--- config.mk ---
export PLATFORM = sky130hd
export DESIGN_NAME = hfm_modem
export DESIGN_NICKNAME = d
export VERILOG_FILES = /design/src/design/hfm_pkg.sv /design/src/design/hfm_modem.sv
export VERILOG_INCLUDE_DIRS = /design/src /design/src/design
export SDC_FILE = /design/constraint.sdc
export NUM_CORES = 1
export LEC_CHECK = 0
export BUFFER_PORTS_ARGS = -buffer_cell sky130_fd_sc_hd__buf_2
export CORE_MARGIN = 8
export CORE_UTILIZATION = 40
export DETAILED_ROUTE_END_ITERATION = 8
export SYNTH_ARGS = -nofsm -noshare
export SYNTH_HDL_FRONTEND = slang
export SYNTH_SLANG_ARGS = --single-unit
--- constraint.sdc ---
create_clock -name clk -period 7.21 [get_ports clk]
set_input_delay 0.3605 -clock clk [delete_from_list [all_inputs] [get_ports clk]]
set_output_delay 0.3605 -clock clk [all_outputs]
set_load 0.01 [all_outputs]
--- src/design/hfm_cfg.svh ---
`ifndef HFM_CFG_SVH
`define HFM_CFG_SVH

// ----------------------------------------
// clocking and phase accumulators
// ----------------------------------------
`define HFM_CLK_HZ      64'd40000000
`define HFM_ACC_W       24
`define HFM_FREQ_INC(f) ((((f)) << `HFM_ACC_W) / `HFM_CLK_HZ)
`define HFM_MARK_HZ     64'd1200
`define HFM_SPACE_HZ    64'd2200
`define HFM_RATE0_HZ    64'd460800
`define HFM_RATE1_HZ    64'd921600
`define HFM_RATE2_HZ    64'd1840000
`define HFM_RATE3_HZ    64'd3680000

// ----------------------------------------
// supervisor hold time (least time, rounded up)
// ----------------------------------------
`define HFM_POR_MS      64'd30
`define HFM_POR_CYCLES  (((`HFM_POR_MS * `HFM_CLK_HZ) + 64'd999) / 64'd1000)

// ----------------------------------------
// demodulator: half period at the 1700 Hz midpoint
// ----------------------------------------
`define HFM_SPLIT_HZ    64'd1700
`define HFM_SPLIT_CYC   (`HFM_CLK_HZ / (64'd2 * `HFM_SPLIT_HZ))

// ----------------------------------------
// serial control word and configuration
// ----------------------------------------
`define HFM_SER_BITS    5'd24
`define HFM_SER_SEL     23
`define HFM_CFG_RST     8'h00
`define HFM_CFG_TX_EN   0
`define HFM_CFG_RX_EN   1
`define HFM_CFG_DAC_EN  2
`define HFM_CFG_RATE_LO 4
`define HFM_CFG_RATE_HI 5

// ----------------------------------------
// tone shaping
// ----------------------------------------
`define HFM_TONE_MID    8'h80
`define HFM_TRAP_CLIP   9'sd96

`endif

--- src/design/hfm_pkg.sv ---
package hfm_pkg;

  // pin levels that arrive from outside the clock domain
  typedef struct packed {
    logic ext_clk_sel;
    logic supervisor_sense_input;
    logic rx_cmp;
    logic carrier_cmp;
    logic txd;
    logic request_to_send_n;
    logic ser_clk;
    logic ser_data;
    logic ser_sel_n;
  } hfm_pins_t;

  typedef struct packed {
    logic [7:0] level;
    logic       enable;
  } hfm_tone_t;

  typedef enum logic [2:0] {
    SV_HOLD = 3'b001,
    SV_WAIT = 3'b010,
    SV_RUN  = 3'b100
  } hfm_sv_state_t;

endpackage : hfm_pkg

--- src/design/hfm_modem.sv ---
`timescale 1ns/1ps
`default_nettype none
`include "hfm_cfg.svh"

// What this block does
// - Modem clock output at one of four rates, chosen by configuration.
// - External clock strap lets the oscillator be powered down.
// - Reset output is open-drain active low, driven by the supervisor.
// - Reset stays low at least 30 ms after sense reaches threshold.
// - Carrier detect rises when the carrier comparator sees signal.
// - Carrier detect held low without sufficient received signal.
// - Line frames are 1200 baud, 11 bits; host times them.
// - Request-to-send high disconnects the transmitter.
// - Transmit level converted to tones bit by bit, no buffering.
// - Mark 1200 Hz, space 2200 Hz, derived from the clock.
// - Transmit output is a trapezoid waveform of fixed swing.
// - Demodulated bits may carry up to 12% bit-time jitter.
// - Reset returns every configuration bit to its reset value.
// - Serial port: clock, data, select; loads DAC and configuration.
// - Sigma-delta DAC single-bit output averages to loaded value.
// - Modulator targets 25 Hz signal bandwidth.
module hfm_modem #(
  parameter int unsigned POR_CYCLES = 32'(`HFM_POR_CYCLES),
  parameter int unsigned DAC_W      = 16
) (
  // clock and reset
  input  wire logic              clk,
  input  wire logic              resetn,
  // pins from outside
  input  wire hfm_pkg::hfm_pins_t pins,
  // supervisor reset, open drain
  output logic                   supervisor_reset_n_o,
  output logic                   supervisor_reset_n_oe,
  // host bit interface
  output logic                   carrier_detect_out,
  output logic                   rxd,
  // analog side
  output hfm_pkg::hfm_tone_t     analog_tone_out,
  output logic                   dac_out,
  output logic                   secondary_clock_out,
  output logic                   osc_power_down
);
  import hfm_pkg::*;
  localparam int AW = `HFM_ACC_W;
  localparam logic [AW-1:0] MARK_INC  = AW'(`HFM_FREQ_INC(`HFM_MARK_HZ));
  localparam logic [AW-1:0] SPACE_INC = AW'(`HFM_FREQ_INC(`HFM_SPACE_HZ));
  localparam logic [15:0]   SPLIT     = 16'(`HFM_SPLIT_CYC);
  localparam logic [31:0]   POR_LAST  = 32'(POR_CYCLES - 1);

  // ----------------------------------------
  // reset release and pin synchronisers
  // ----------------------------------------
  logic [1:0] rst_sync_q;
  logic       rst_n;
  always_ff @(posedge clk or negedge resetn) begin
    if (!resetn) begin
      rst_sync_q <= 2'b00;
    end else begin
      rst_sync_q <= {rst_sync_q[0], 1'b1};
    end
  end
  assign rst_n = rst_sync_q[1];

  hfm_pins_t meta_q;
  hfm_pins_t pin_s;
  always_ff @(posedge clk or negedge rst_n) begin
    if (!rst_n) begin
      meta_q <= '{txd: 1'b1, request_to_send_n: 1'b1, ser_sel_n: 1'b1, default: 1'b0};
      pin_s  <= '{txd: 1'b1, request_to_send_n: 1'b1, ser_sel_n: 1'b1, default: 1'b0};
    end else begin
      meta_q <= pins;
      pin_s  <= meta_q;
    end
  end

  // ----------------------------------------
  // supply supervisor
  // ----------------------------------------
  hfm_sv_state_t sv_q, sv_d;
  logic [31:0]   sv_cnt_q, sv_cnt_d;
  always_comb begin
    sv_d     = sv_q;
    sv_cnt_d = '0;
    case (sv_q)
      SV_HOLD: begin
        if (pin_s.supervisor_sense_input) begin
          sv_d = SV_WAIT;
        end
      end
      SV_WAIT: begin
        if (!pin_s.supervisor_sense_input) begin
          sv_d = SV_HOLD;
        end else if (sv_cnt_q == POR_LAST) begin
          sv_d = SV_RUN;
        end else begin
          sv_cnt_d = sv_cnt_q + 32'd1;
        end
      end
      SV_RUN: begin
        if (!pin_s.supervisor_sense_input) begin
          sv_d = SV_HOLD;
        end
      end
      default: sv_d = SV_HOLD;
    endcase
  end
  always_ff @(posedge clk or negedge rst_n) begin
    if (!rst_n) begin
      sv_q     <= SV_HOLD;
      sv_cnt_q <= '0;
    end else begin
      sv_q     <= sv_d;
      sv_cnt_q <= sv_cnt_d;
    end
  end
  // pin is only ever pulled low; the pull-up is external
  assign supervisor_reset_n_o  = 1'b0;
  assign supervisor_reset_n_oe = (sv_q != SV_RUN);

  // ----------------------------------------
  // serial control port and configuration
  // ----------------------------------------
  logic             sclk_d1_q, sel_d1_q;
  logic [23:0]      sh_q, sh_d;
  logic [4:0]       nb_q, nb_d;
  logic [7:0]       cfg_q, cfg_d;
  logic [DAC_W-1:0] dac_val_q, dac_val_d;
  logic             sclk_rise, sel_rise;
  assign sclk_rise = pin_s.ser_clk & ~sclk_d1_q;
  assign sel_rise  = pin_s.ser_sel_n & ~sel_d1_q;
  always_comb begin
    sh_d      = sh_q;
    nb_d      = nb_q;
    cfg_d     = cfg_q;
    dac_val_d = dac_val_q;
    if (pin_s.ser_sel_n) begin
      nb_d = '0;
    end else if (sclk_rise) begin
      sh_d = {sh_q[22:0], pin_s.ser_data};
      if (nb_q != `HFM_SER_BITS) begin
        nb_d = nb_q + 5'd1;
      end
    end
    if (sel_rise && nb_q == `HFM_SER_BITS) begin
      if (sh_q[`HFM_SER_SEL]) begin
        cfg_d = sh_q[7:0];
      end else begin
        dac_val_d = sh_q[DAC_W-1:0];
      end
    end
    if (sv_q != SV_RUN) begin
      cfg_d = `HFM_CFG_RST;
    end
  end
  always_ff @(posedge clk or negedge rst_n) begin
    if (!rst_n) begin
      sclk_d1_q <= 1'b0;
      sel_d1_q  <= 1'b1;
      sh_q      <= '0;
      nb_q      <= '0;
      cfg_q     <= `HFM_CFG_RST;
      dac_val_q <= '0;
    end else begin
      sclk_d1_q <= pin_s.ser_clk;
      sel_d1_q  <= pin_s.ser_sel_n;
      sh_q      <= sh_d;
      nb_q      <= nb_d;
      cfg_q     <= cfg_d;
      dac_val_q <= dac_val_d;
    end
  end

  // ----------------------------------------
  // modem clock, oscillator control, DAC
  // ----------------------------------------
  logic [AW-1:0]  mclk_acc_q, mclk_acc_d, rate_inc;
  logic [DAC_W:0] sd_acc_q, sd_acc_d;
  logic           mclk_q, osc_pd_q, dac_q;
  always_comb begin
    case (cfg_q[`HFM_CFG_RATE_HI:`HFM_CFG_RATE_LO])
      2'd0:    rate_inc = AW'(`HFM_FREQ_INC(`HFM_RATE0_HZ));
      2'd1:    rate_inc = AW'(`HFM_FREQ_INC(`HFM_RATE1_HZ));
      2'd2:    rate_inc = AW'(`HFM_FREQ_INC(`HFM_RATE2_HZ));
      default: rate_inc = AW'(`HFM_FREQ_INC(`HFM_RATE3_HZ));
    endcase
    mclk_acc_d = mclk_acc_q + rate_inc;
    // first-order modulator; the carry density follows the loaded value
    sd_acc_d = {1'b0, sd_acc_q[DAC_W-1:0]} + {1'b0, dac_val_q};
    if (!cfg_q[`HFM_CFG_DAC_EN]) begin
      sd_acc_d = '0;
    end
  end
  always_ff @(posedge clk or negedge rst_n) begin
    if (!rst_n) begin
      mclk_acc_q <= '0;
      sd_acc_q   <= '0;
      mclk_q     <= 1'b0;
      osc_pd_q   <= 1'b0;
      dac_q      <= 1'b0;
    end else begin
      mclk_acc_q <= mclk_acc_d;
      sd_acc_q   <= sd_acc_d;
      mclk_q     <= mclk_acc_q[AW-1];
      osc_pd_q   <= pin_s.ext_clk_sel;
      dac_q      <= sd_acc_d[DAC_W];
    end
  end
  assign secondary_clock_out = mclk_q;
  assign osc_power_down      = osc_pd_q;
  assign dac_out             = dac_q;

  // ----------------------------------------
  // transmitter: direct bit-to-tone conversion
  // ----------------------------------------
  logic [AW-1:0] ph_q, ph_d;
  logic          tx_on;
  logic [8:0]    fold;
  logic signed [8:0] tri_s, clip_s;
  hfm_tone_t     tone_q, tone_d;
  assign tx_on = ~pin_s.request_to_send_n & cfg_q[`HFM_CFG_TX_EN];
  always_comb begin
    // accumulator never restarts, so tone changes keep phase
    ph_d = ph_q + (pin_s.txd ? MARK_INC : SPACE_INC);
    fold  = ph_q[AW-1] ? ~ph_q[AW-2:AW-10] : ph_q[AW-2:AW-10];
    tri_s = $signed(fold ^ 9'h100);
    if (tri_s > `HFM_TRAP_CLIP) begin
      clip_s = `HFM_TRAP_CLIP;
    end else if (tri_s < -`HFM_TRAP_CLIP) begin
      clip_s = -`HFM_TRAP_CLIP;
    end else begin
      clip_s = tri_s;
    end
    tone_d.enable = tx_on;
    tone_d.level  = tx_on ? 8'(`HFM_TONE_MID + 8'(clip_s)) : `HFM_TONE_MID;
  end
  always_ff @(posedge clk or negedge rst_n) begin
    if (!rst_n) begin
      ph_q   <= '0;
      tone_q <= '{level: `HFM_TONE_MID, enable: 1'b0};
    end else begin
      ph_q   <= ph_d;
      tone_q <= tone_d;
    end
  end
  assign analog_tone_out = tone_q;

  // ----------------------------------------
  // receiver: half-period discriminator and carrier gate
  // ----------------------------------------
  logic        rxc_d1_q, bit_q, bit_d, car_q, car_d, rxd_q, rxd_d;
  logic [15:0] hp_q, hp_d;
  always_comb begin
    bit_d = bit_q;
    hp_d  = (hp_q == 16'hffff) ? hp_q : hp_q + 16'd1;
    if (pin_s.rx_cmp != rxc_d1_q) begin
      // long half period is mark; edge-timed so jitter stays within a cycle
      bit_d = (hp_q >= SPLIT);
      hp_d  = '0;
    end
    car_d = pin_s.carrier_cmp & cfg_q[`HFM_CFG_RX_EN];
    rxd_d = car_d ? bit_d : 1'b1;
  end
  always_ff @(posedge clk or negedge rst_n) begin
    if (!rst_n) begin
      rxc_d1_q <= 1'b0;
      bit_q    <= 1'b1;
      hp_q     <= '0;
      car_q    <= 1'b0;
      rxd_q    <= 1'b1;
    end else begin
      rxc_d1_q <= pin_s.rx_cmp;
      bit_q    <= bit_d;
      hp_q     <= hp_d;
      car_q    <= car_d;
      rxd_q    <= rxd_d;
    end
  end
  assign carrier_detect_out = car_q;
  assign rxd                = rxd_q;
endmodule : hfm_modem
`default_nettype wire

======== Yosys cells after proc, flatten, opt, wreduce, memory -nomap -nowiden ========
Cells that the tools add are included.
word-level totals
  register bits after elaboration ......... 204
  input bits .............................. 11
  output and inout port bits .............. 16
  word-level logic and storage cells ...... 112
operators by class
  $add $sub $neg .......................... 7
  $lt $le $gt $ge ......................... 3
  equality and inequality tests ........... 15
  mux-type cells .......................... 25
  bitwise gates (word level) .............. 11
  reductions and logical operators ........ 11
operators with widths
  cell                     number
  $mux W32                 3
  $pmux W21 S3             1
  $add A32 B1 Y32 const B  1
  $eq A32 B21 Y1 const B   1
  $mux W16                 2
  $add A24 B10 Y24         1
  $add A24 B24 Y24         1
  $mux W8                  3
  $mux W6                  3
  $add A16 B16 Y17         1
  $mux W17                 1
  $add A16 B1 Y16 const B  1
  $eq A16 B16 Y1 const B   1
  $ge A16 B14 Y1 const B   1
  $mux W5                  3
  $mux W3                  4
  $mux W10                 1
  $gt A9 B8 Y1 const B     1
  $lt A9 B8 Y1 const B     1
  $mux W9                  1
  $not A9 Y9               1
  $pmux W3 S3              1
  $add A8 B8 Y8 const A    1
  $reduce_and A2 Y1        4
  other kinds (19)         33

======== Longest topological paths before layout ========
Gate-level depths: netlist of the first run.
  word-level depth ........................ 8
  depth in mapped cells ................... 13
  depth with buffers taken out ............ 12

======== Worst setup path before layout of the first run ========
OpenSTA, ideal clock, no wires.
  kind .................................... register to register
  start point ............................. register cfg_q[4]
  end point ............................... register mclk_acc_q[20]
  setup time .............................. 0.079 ns
  arrival ................................. 2.603 ns
  data required time ...................... 7.131 ns
  path slack .............................. 4.528 ns
  stages on the path, launching flop included .. 12
  buffers on the path ..................... 0
  clock period less this slack ............ 2.682 ns
  path through ............................ dfrtp_1 -> inv_1 -> ha_1 -> or2_2 -> ha_1 -> a21oi_1 -> o211ai_1 -> a31oi_2 -> o21ai_2 -> a21o_1 -> a221oi_2 -> xor2_1
on the way
  cells in the longest elaborated chain, start to end .. 3
  elaborated cells on any way between the ends .. 5
  those cells by class .................... 1 x add/sub; 2 x eq/ne; 1 x mux; 1 x reduce/logical
ends and longest elaborated chain
  what                                        RTL line          text
  start: declaration                          hfm_modem.sv:126  logic [7:0] cfg_q, cfg_d;
  start signal: assignment                    hfm_modem.sv:161  cfg_q <= `HFM_CFG_RST;
  start signal: assignment                    hfm_modem.sv:168  cfg_q <= cfg_d;
  $eq A2 B2 Y1, or another cell as far along  hfm_modem.sv:180  case (cfg_q[`HFM_CFG_RATE_HI:`HFM_CFG_RATE_LO])
  $pmux W21 S3 (*)                            hfm_modem.sv:180
  $add A24 B24 Y24 (*)                        hfm_modem.sv:186  mclk_acc_d = mclk_acc_q + rate_inc;
  net mclk_acc_d[20]                          hfm_modem.sv:176  logic [AW-1:0] mclk_acc_q, mclk_acc_d, rate_inc;
  end signal: assignment                      hfm_modem.sv:201  mclk_acc_q <= mclk_acc_d;
  end: declaration                            hfm_modem.sv:176
The timed path passes the listed nets; every way through them passes the cells marked *.
A chain may end at the register's enable or synchronous reset.

======== Final worst setup path of the first run ========
Ends and elaborated chain as after synthesis.

==> results.cfg, run 1 <==
[yosys]
syn_inst = 908
ys_types = 69
synth-edff-count = 0
syn-mean-instance-area_um2 = 10.89
synth_nets = 972
syn-cell-area_um2 = 9884
ys_seq_area_share_pct = 51.53
synthArstFlopShare_pct = 100.0
ys_warn_count = 0
synth-seq-cells = 203
ys.flop_type = dfrtp_1

[floorplanning]
std_cell_rows = 57
dieArea_um2 = 30000
die_w_um = 173.2
ios = 27
core_um2 = 24320
start_util_pct = 40.64
die_y_um = 173.2

[sta]
hold_viol = 0
fin_skew_ns = 0.02996
finalSetupViolCount = 0
rsz0062_at_grt = no
min_period_ns = 3.027
fmax_ghz = 0.3304
slew-limit-headroom_pct = 20.03
finalSetupTns_ns = 0
fin_crit_sh_pct = 41.98
maxSlewViolCount = 0
worst_pin_slew_ns = 1.194

[worst_setup_path]
critPathCaptureType = flop
slowest_delay_ns = 0.49
critPathKind = flop to flop
cp.arrival_ns = 3.46
cp_max_fo = 8
crit_path_cell_trace = inv_1, ha_1, or2_2, ha_1, a21oi_1, o211ai_1, a31oi_2, o21ai_2, a21o_1, a221oi_2, xor2_1
cpMaxStageDelayCell = dfrtp_1
reg2reg_depth = 11
path_common_cell = ha_1
critPathRequiredTime_ns = 7.64
startpoint_type = flop

[clock_tree]
clock_latency_ns = 0.53
holdBufCountCts = 10
cts_root_buf = clkbuf_16
cts.htree.levels = 1
cts_tree = yes
path_clk_slew_ns = 0.06
cts_sinks = 203
cts_setup_buffers = 0
cts_buffer_depth = 3
ctsResizeCount = 0
cts_buffers = 24

[final_layout]
layout.nets = 1015
diodes = 0
area_delta_synth_final_pct = 14.04
drive_gt1_share_pct = 14.57
finalNonFillerCells = 1292
num-fill-cells = 2242

[routing]
drc_errors = 0
vias = 6478
first_pass_iters = 4
wl_um = 17480
routed_via_density = 5.014
drtAntennaViolNets = 0
wire_per_inst_um = 13.53
drt_iter0_drc = 395

[place]
gp_congestion = 0.8215
io_buffers = 25
dp_cells = 1239
place_hpwl_um = 11530

[global_routing]
antenna_found_initial = 0
grt_pass1_wl_um = 31270
grt_max_degree = 178
grt_overflow = 0
grt_pass1_vias = 6544
grt_usage_pct = 11.89

[hold_path]
hp-class = input port to asynchronous set/reset pin

[run_status]
status = finished, final reports clean

[power_and_ir_drop]
leakage_nw = 5.057
pwr_density_cell_nw_per_um2 = 252.0
vdd_drop_max_uv = 192.5

[flow_run]
cap_violations = 0
cell usage in the layout (no fill, tap or decap), types with 5 or more instances in the layout:
cell type      Yosys  final
clkbuf_8           0      5
inv_1             33     33
a21oi_1           38     38
nand3_1           35     35
nand2b_1          12     12
xnor2_1           55     55
a211oi_1           5      5
ha_1              51     51
dlygate4sd3_1      0     10
nor4_1             5      5
a31oi_1            9      9
nor3_1             9      9
a21boi_0           6      6
and2_1             8      8
clkbuf_16          0     24
dfrtp_1          192    191
nor2b_1           10      9
nor3b_1            5      5
clkbuf_1          14      7
nor2_1           115    115
buf_2              3     25
o21a_1             6      6
o21ai_0           24     24
nand4_1           18     18
and3_1            15     15
xor2_1            46     46
mux2_2            39     39
nand2_1           59     59
a21o_1             7      7
mux2i_1            8      8
dfstp_2           11     11
layer usage:
metal | track usage (%) | vias to the layer above | part of all wire (%)
li1 | - | 3213 | -
met1 | 16.58 | 3164 | 50
met2 | 18.64 | 77 | 45
met3 | 2.265 | 24 | 3.4
met4 | 3.234 | 0 | 1.9
met5 | 0 | - | 0
flip-flops by register name, summed over array words and instances (netlist names), 16 cells and up:
signal / cells
hp_q: 16
mclk_acc_q: 24
ph_q: 24
sv_cnt_q: 32
dac_val_q: 16
sd_acc_q: 16
sh_q: 24
cells in the mapped netlist, types with 10 or more instances:
cell type,count,area (um2)
nor2b_1,10,62.56
o21ai_0,24,120.1
xnor2_1,55,481.7
xor2_1,46,402.9
nor2_1,115,431.7
ha_1,51,638.1
a21oi_1,38,190.2
nand2_1,59,221.5
nand4_1,18,112.6
inv_1,33,123.9
dfrtp_1,192,4805
nand2b_1,12,75.07
and3_1,15,93.84
mux2_2,39,439.2
dfstp_2,11,289.0
clkbuf_1,14,52.55
nand3_1,35,175.2
path summary, 6_finish.rpt:
kind                                from        endpoint  slack (ns)
hold / removal                    resetn   rst_sync_q[1]        0.14
setup / recovery                cfg_q[4]  mclk_acc_q[20]        4.18
max in group asynchronous  rst_sync_q[1]        hp_q[12]        5.72
setup reg to reg                cfg_q[4]  mclk_acc_q[20]        4.18
hold reg to reg            rst_sync_q[1]         ph_q[2]        0.23
min in group clk               meta_q[2]        pin_s[2]        0.35
metrics by stage:
step / setup slack (ns) / cell area [um2] / total power, mW / hold slack, ns / utilization [%]
global route: 3.990 / 11270 / 2.992 / 0.1295 / 46.35
floorplan: 1.154 / 9884 / 1.574 / 0.06491 / -
detailed placement: 4.183 / 10360 / 1.648 / 0.1461 / 42.60
global placement: 4.302 / 10360 / 1.638 / 0.1455 / 42.60
CTS: 4.180 / 11270 / 2.893 / 0.1156 / 46.35
finish: 4.183 / 11270 / 2.841 / 0.1403 / 46.35
critical path: cells and delay by family (launching register included):
kind / cells / cell delay, ns
compound gates: 6 / 1.29
buf+inv: 1 / 0.13
flops: 1 / 0.49
fa+ha+maj: 2 / 0.58
simple gates: 1 / 0.30
xor+xnor: 1 / 0.17
layout make-up:
class	instances	area (um2)	share of cell area, %
clock buffer	36	695.7	6.172
tap	324	405.4	3.596
sequential	203	5097	45.22
timing repair buffer	39	267.8	2.375
multi-input combinational	650	4567	40.51
clock inverter	7	115.1	1.021
inverter	33	123.9	1.099
report_power, final:
part           switching, mW  internal (mW)  leakage [nW]
Sequential            0.0756           1.24          2.65
Clock                  0.475          0.741         0.388
Combinational          0.163          0.149          2.02
logic make-up after synthesis:
kind of cell    Yosys count  share of synthesized area (%)
flops                   203                          51.53
xor+xnor                102                          9.114
simple gates            316                          15.76
compound gates          130                          9.114
mux                      47                          5.253
buf+inv                  55                          2.291
other cells               2                        0.07598
fa+ha+maj                53                          6.861
Power figures use the tool's default switching activity.
==> inputs of run 2 (changes only) <==
Settings changed: ABC_AREA set to 1.
Clock period 7.21 ns to 2.6 ns, I/O delays scaled along.
==> run 2 against run 1 <==
Against the previous run: worst hold slack better by 0.095 ns; design area up 13%; first-iteration DRC count up 68%; area after synthesis up 13%; synthesized cell count grew 56%; largest power group unchanged.
==> results.cfg, run 2 <==
[run_status]
status = finished, final reports clean

[routing]
drt_iter0_drc = 663
routed_via_density = 4.793
wl_um = 23530
wire_per_inst_um = 12.57
vias = 8972
drtAntennaViolNets = 0
drc_errors = 0
first_pass_iters = 5

[worst_setup_path]
critPathRequiredTime_ns = 3.02
cp_max_fo = 4
cp.arrival_ns = 2.79
critPathKind = flop to flop
critPathCaptureType = flop
startpoint_type = flop

[global_routing]
grt_overflow = 0
grt_pass1_vias = 8825
grt_usage_pct = 14.47
grt_max_degree = 56
antenna_found_initial = 0
grt_pass1_wl_um = 41570

[sta]
maxSlewViolCount = 0
fmax_ghz = 0.4229
hold_viol = 0
finalSetupViolCount = 0
setup_ws_ns = 0.2352
slew-limit-headroom_pct = 42.04
rsz0062_at_grt = no
min_period_ns = 2.365
finalSetupTns_ns = 0
fin_crit_sh_pct = 90.95
fin_skew_ns = 0.01133
worst_pin_slew_ns = 0.8693

[yosys]
syn-cell-area_um2 = 11140
synth-seq-cells = 203
synth_compound_area_share_pct = 7.648
ys.flop_type = dfrtp_1
yosysTopAreaCell = dfrtp_1
ys_types = 46
synthArstFlopShare_pct = 100.0
synth-edff-count = 0
synth_area_leaders = dfrtp_1 (43%), nand2_1 (12%), inv_1 (6.6%)
synthAdderAreaFrac_pct = 6.087
synth-simple-area-share_pct = 28.49
yosys-top-cells-count = nand2_1 (345), inv_1 (195), dfrtp_1 (192)
syn_inst = 1418
synth_top_area_share_pct = 43.13
syn-mean-instance-area_um2 = 7.857
synth_top_family_by_area = simple AND/OR/NAND/NOR gates
ys_seq_area_share_pct = 45.72
muxShareOfSynthArea_pct = 0
synth_xor_xnor_area_share_pct = 4.403
synth_nets = 1482
synth.most_common_cell = nand2_1
ys_warn_count = 0

[floorplanning]
core_um2 = 27630
start_util_pct = 40.32
die_y_um = 182.9
die_w_um = 182.9
std_cell_rows = 61
ios = 27
dieArea_um2 = 33450

[final_layout]
top_register = sv_cnt_q
final_area_um2 = 12770
diodes = 0
layout.cells.most_common_list = nand2_1 (345), inv_1 (195), dfrtp_1 (191), nor2_1 (175), nand3_1 (122)
drive_gt1_share_pct = 8.501
layout.nets = 1539
largest_reg_flops = 32
final_util_pct = 46.21
mostFrequentLayoutCell = nand2_1
area_delta_synth_final_pct = 14.61

[clock_tree]
cts_setup_buffers = 0
cts_root_buf = clkbuf_16
path_clk_slew_ns = 0.06
cts_buffer_depth = 3
holdBufCountCts = 11
cts.htree.levels = 1
ctsResizeCount = 0
cts_tree = yes
cts_buffers = 25
clock_latency_ns = 0.53
cts_sinks = 203

[place]
place_hpwl_um = 17270
dp_slack_ns = 0.2348
io_buffers = 25
place_area_um2 = 11760
gp_congestion = 0.9477

[power_and_ir_drop]
power_mw = 10.72
vdd_drop_max_uv = 619.3
leakage_nw = 6.275
pwr_density_cell_nw_per_um2 = 839.6

[hold_path]
hp-class = input port to flop

[flow_run]
cap_violations = 0
-- run 2: report_power, final --
| group | switching [mW] | total [mW] | internal (mW) |
|---|---|---|---|
| clock | 1.38 | 3.75 | 2.37 |
| combinational | 1.90 | 2.95 | 1.05 |
| sequential | 0.348 | 4.02 | 3.67 |
-- run 2: cell families (layout without fill, tap and decap cells) --
family,after synthesis,in the layout
simple gates,733,733
buf+inv,216,292
flops,203,203
compound gates,155,155
xor+xnor,56,56
fa+ha+maj,53,53
other cells,2,2
-- run 2: routing by layer --
layer | share of wire (%) | track usage (%) | vias to the layer above | wire length [um]
li1 | - | - | 4639 | -
met1 | 48 | 19.69 | 4152 | 11400
met2 | 45 | 23.86 | 142 | 10640
met3 | 4.0 | 2.078 | 39 | 939
met4 | 2.4 | 3.904 | 0 | 560
met5 | 0 | 0 | - | 0
-- run 2: final timing paths --
kind	slack, ns	endpoint	cells after the start	startpoint
min in group asynchronous	0.34	mclk_acc_q[0]	0	rst_sync_q[1]
max in group asynchronous	1.48	rxd	1	rst_sync_q[1]
setup reg to reg	0.24	mclk_acc_q[19]	13	cfg_q[4]
setup / recovery	0.24	mclk_acc_q[19]	13	cfg_q[4]
hold / removal	0.23	meta_q[2]	2	pins[2]
hold reg to reg	0.34	mclk_acc_q[0]	0	rst_sync_q[1]
-- run 2: cell type report --
type | instances | area (um2)
multi-input cells | 999 | 5202
fillers | 2728 | 14860
inverters | 198 | 743.2
clock buffers | 33 | 685.7
well taps | 378 | 473.0
clock inverters | 13 | 216.5
flip-flops and latches | 203 | 5097
repair buffers | 48 | 350.3
-- run 2: worst max-delay path, stage by stage (launching register included) --
cell and delay [ns]:
dfrtp_1 0.38, inv_1 0.10, ha_1 0.22, or2_2 0.30, ha_1 0.31, or2_2 0.29, nand3_1 0.09, nand2_1 0.16
nand2_1 0.10, nand2_1 0.07, nand2_1 0.08, nand2_1 0.05, nand2_1 0.05, nand2_1 0.04
-- run 2: stage by stage --
step	hold WS [ns]	std cells
after floorplan	-0.1656	1418
after global placement	-0.08416	1815
after detailed placement	-0.08281	1815
after CTS	0.2083	1872
after global routing	0.2168	1872
final	0.2349	1872
==> inputs of run 3 (changes only) <==
Settings changed: CORE_ASPECT_RATIO set to 1.75, CORE_UTILIZATION 40 to 35.
Clock period 2.6 ns to 2.3 ns, I/O delays scaled along.
==> run 3 against run 2 <==
Against the previous run: the run now ends with setup timing left; design area increased by 3.5%; routed wire length rose by 14%; register-to-register slack got worse by 0.25 ns; critical endpoint is now mclk_acc_q[10]; sequential share of layout area decreased by 1.4 points; critical path depth stayed put; clock skew up 0.0065 ns; clock power about the same; sequential power up 13%; count of clock-buffer cells in the layout decreased by 6; via count increased by 3.6%; global-route usage shrank 0.10 points; non-clock buffer count grew 34; highest routed layer unchanged.
==> results.cfg, run 3 (synthesis gave the netlist of run 2 again) <==
[place]
place_hpwl_um = 20580
dp_slack_ns = -0.1176
gp_congestion = 0.9282
io_buffers = 25

[floorplanning]
die_w_um = 150.9
die_y_um = 252.0
start_util_pct = 35.46
core_um2 = 31420
dieArea_um2 = 38020
ios = 27
std_cell_rows = 86

[sta]
setup_ws_ns = -0.01545
finalSetupViolCount = 1
hold_viol = 0
rsz0062_at_grt = yes
fin_skew_ns = 0.01788
fmax_ghz = 0.4319
fin_crit_sh_pct = 100.7
worst_pin_slew_ns = 0.5526
slew-limit-headroom_pct = 63.16
finalSetupTns_ns = -0.01545
min_period_ns = 2.315
holdWs_ns = 0.2236
maxSlewViolCount = 0

[power_and_ir_drop]
p_sw_share_pct = 35.85
power_frac_seq_pct = 36.4
power.switching_mw = 4.497
pwr_density_cell_nw_per_um2 = 948.8
p_clk_share_pct = 29.8
p_comb_share_pct = 33.8
vdd_drop_max_uv = 764.5
leakage_nw = 6.409
intPower_mw = 8.047

[routing]
drtAntennaViolNets = 0
drc_errors = 0
wl_um = 26880
wire_per_inst_um = 14.02
drt_iter0_drc = 430
first_pass_iters = 5
routed_via_density = 4.844
vias = 9291

[worst_setup_path]
cp_max_fo = 4
cp.arrival_ns = 2.71
reg2reg_depth = 13
critPathCaptureType = flop
critPathRequiredTime_ns = 2.69
startpoint_type = flop
critPathKind = flop to flop

[final_layout]
drive_gt1_share_pct = 14.45
mostFrequentLayoutCell = nand2_1
diodes = 0
top_register = sv_cnt_q
largest_reg_flops = 32
layout.cells.most_common_list = nand2_1 (329), dfrtp_1 (190), inv_1 (188), nor2_1 (165), nand3_1 (117)
layout.nets = 1570
area_delta_synth_final_pct = 18.68

[clock_tree]
clock_latency_ns = 0.52
cts.htree.levels = 1
cts_sinks = 203
cts_buffer_depth = 3
cts_root_buf = clkbuf_16
cts_tree = yes
cts_buffers = 22
path_clk_slew_ns = 0.06

[hold_path]
hp-class = input port to flop
holdPathStages = 2

[run_status]
status = finished with violations
failed_checks = setup timing

[global_routing]
grt_overflow = 0
grt_pass1_wl_um = 44460
grt_pass1_vias = 9498
grt_max_degree = 63
grt_usage_pct = 14.37
antenna_found_initial = 0

[flow_run]
cap_violations = 0
==> run 3: cell count changes in the layout (fill, tap and decap cells not counted), sizes merged <==
cell	delta
clkbuf	-6
inv	-2
buf	+34
clkinvlp	-1
bufinv	-2
clkinv	+5
==> run 3: final timing paths <==
kind | from | endpoint | slack (ns)
max in group asynchronous | rst_sync_q[1] | analog_tone_out[8] | 1.28
worst min register to register | rst_sync_q[1] | sh_q[1] | 0.29
min in group asynchronous | rst_sync_q[1] | sh_q[1] | 0.29
worst max register to register | cfg_q[4] | mclk_acc_q[10] | -0.02
worst min-delay path | pins[1] | meta_q[1] | 0.22
worst max-delay path | cfg_q[4] | mclk_acc_q[10] | -0.02
==> run 3: power groups by stage <==
stage | Clock (mW) | Combinational (mW) | Sequential (mW)
finish | 3.74 | 4.24 | 4.56
global route | 4.01 | 4.72 | 4.63
CTS | 3.89 | 3.83 | 4.55
detailed placement | 0 | 3.74 | 4.61
global placement | 0 | 3.70 | 4.60
floorplan | 0 | 2.56 | 4.52
==> run 3: final cells by class <==
type                            count  area, um2
Inverter                          198      748.2
Tap cell                          396      495.5
Clock inverter                     13      160.2
Timing Repair Buffer               82      638.1
Multi-Input combinational cell    999       5472
Clock buffer                       27      609.3
Sequential cell                   203       5099
Fill cell                        3138      18200
==> run 3: stage by stage <==
| step | total power, mW | util, % | instance area [um2] | std cells |
|---|---|---|---|---|
| after floorplan | 7.074 | - | 11140 | 1418 |
| after global placement | 8.302 | 38.24 | 12010 | 1861 |
| after detailed placement | 8.344 | 38.24 | 12010 | 1861 |
| after CTS | 12.27 | 41.15 | 12930 | 1913 |
| after global routing | 13.36 | 42.08 | 13220 | 1918 |
| final | 12.54 | 42.08 | 13220 | 1918 |
==> run 3: per-layer routing <==
| layer | wire length, um | global-route usage, % | share of wire, % |
|---|---|---|---|
| met2 | 15170 | 28.36 | 56 |
| met3 | 692 | 1.704 | 2.6 |
| met4 | 1306 | 7.697 | 4.9 |
| met1 | 9709 | 13.87 | 36 |
| met5 | 0 | 0 | 0 |
==> run 3: worst max-delay path, stage by stage, from the launching register on <==
cell and delay [ns]:
dfrtp_2 0.45, buf_6 0.13, ha_2 0.17, nor2_2 0.11, nor2_2 0.06, buf_4 0.14, ha_4 0.29, nand2_1 0.12
inv_1 0.09, nand2_1 0.08, nand2_1 0.09, nand2_1 0.08, nand2_2 0.09, xor2_1 0.30
==> run 3: repair_timing <==
item	4_1_cts	5_1_grt
resized for setup	7	71
hold buffers	11	0
pin swaps	1	17
buffers inserted	1	5
endpoints found under the hold margin	11	0
setup endpoints to repair	16	17
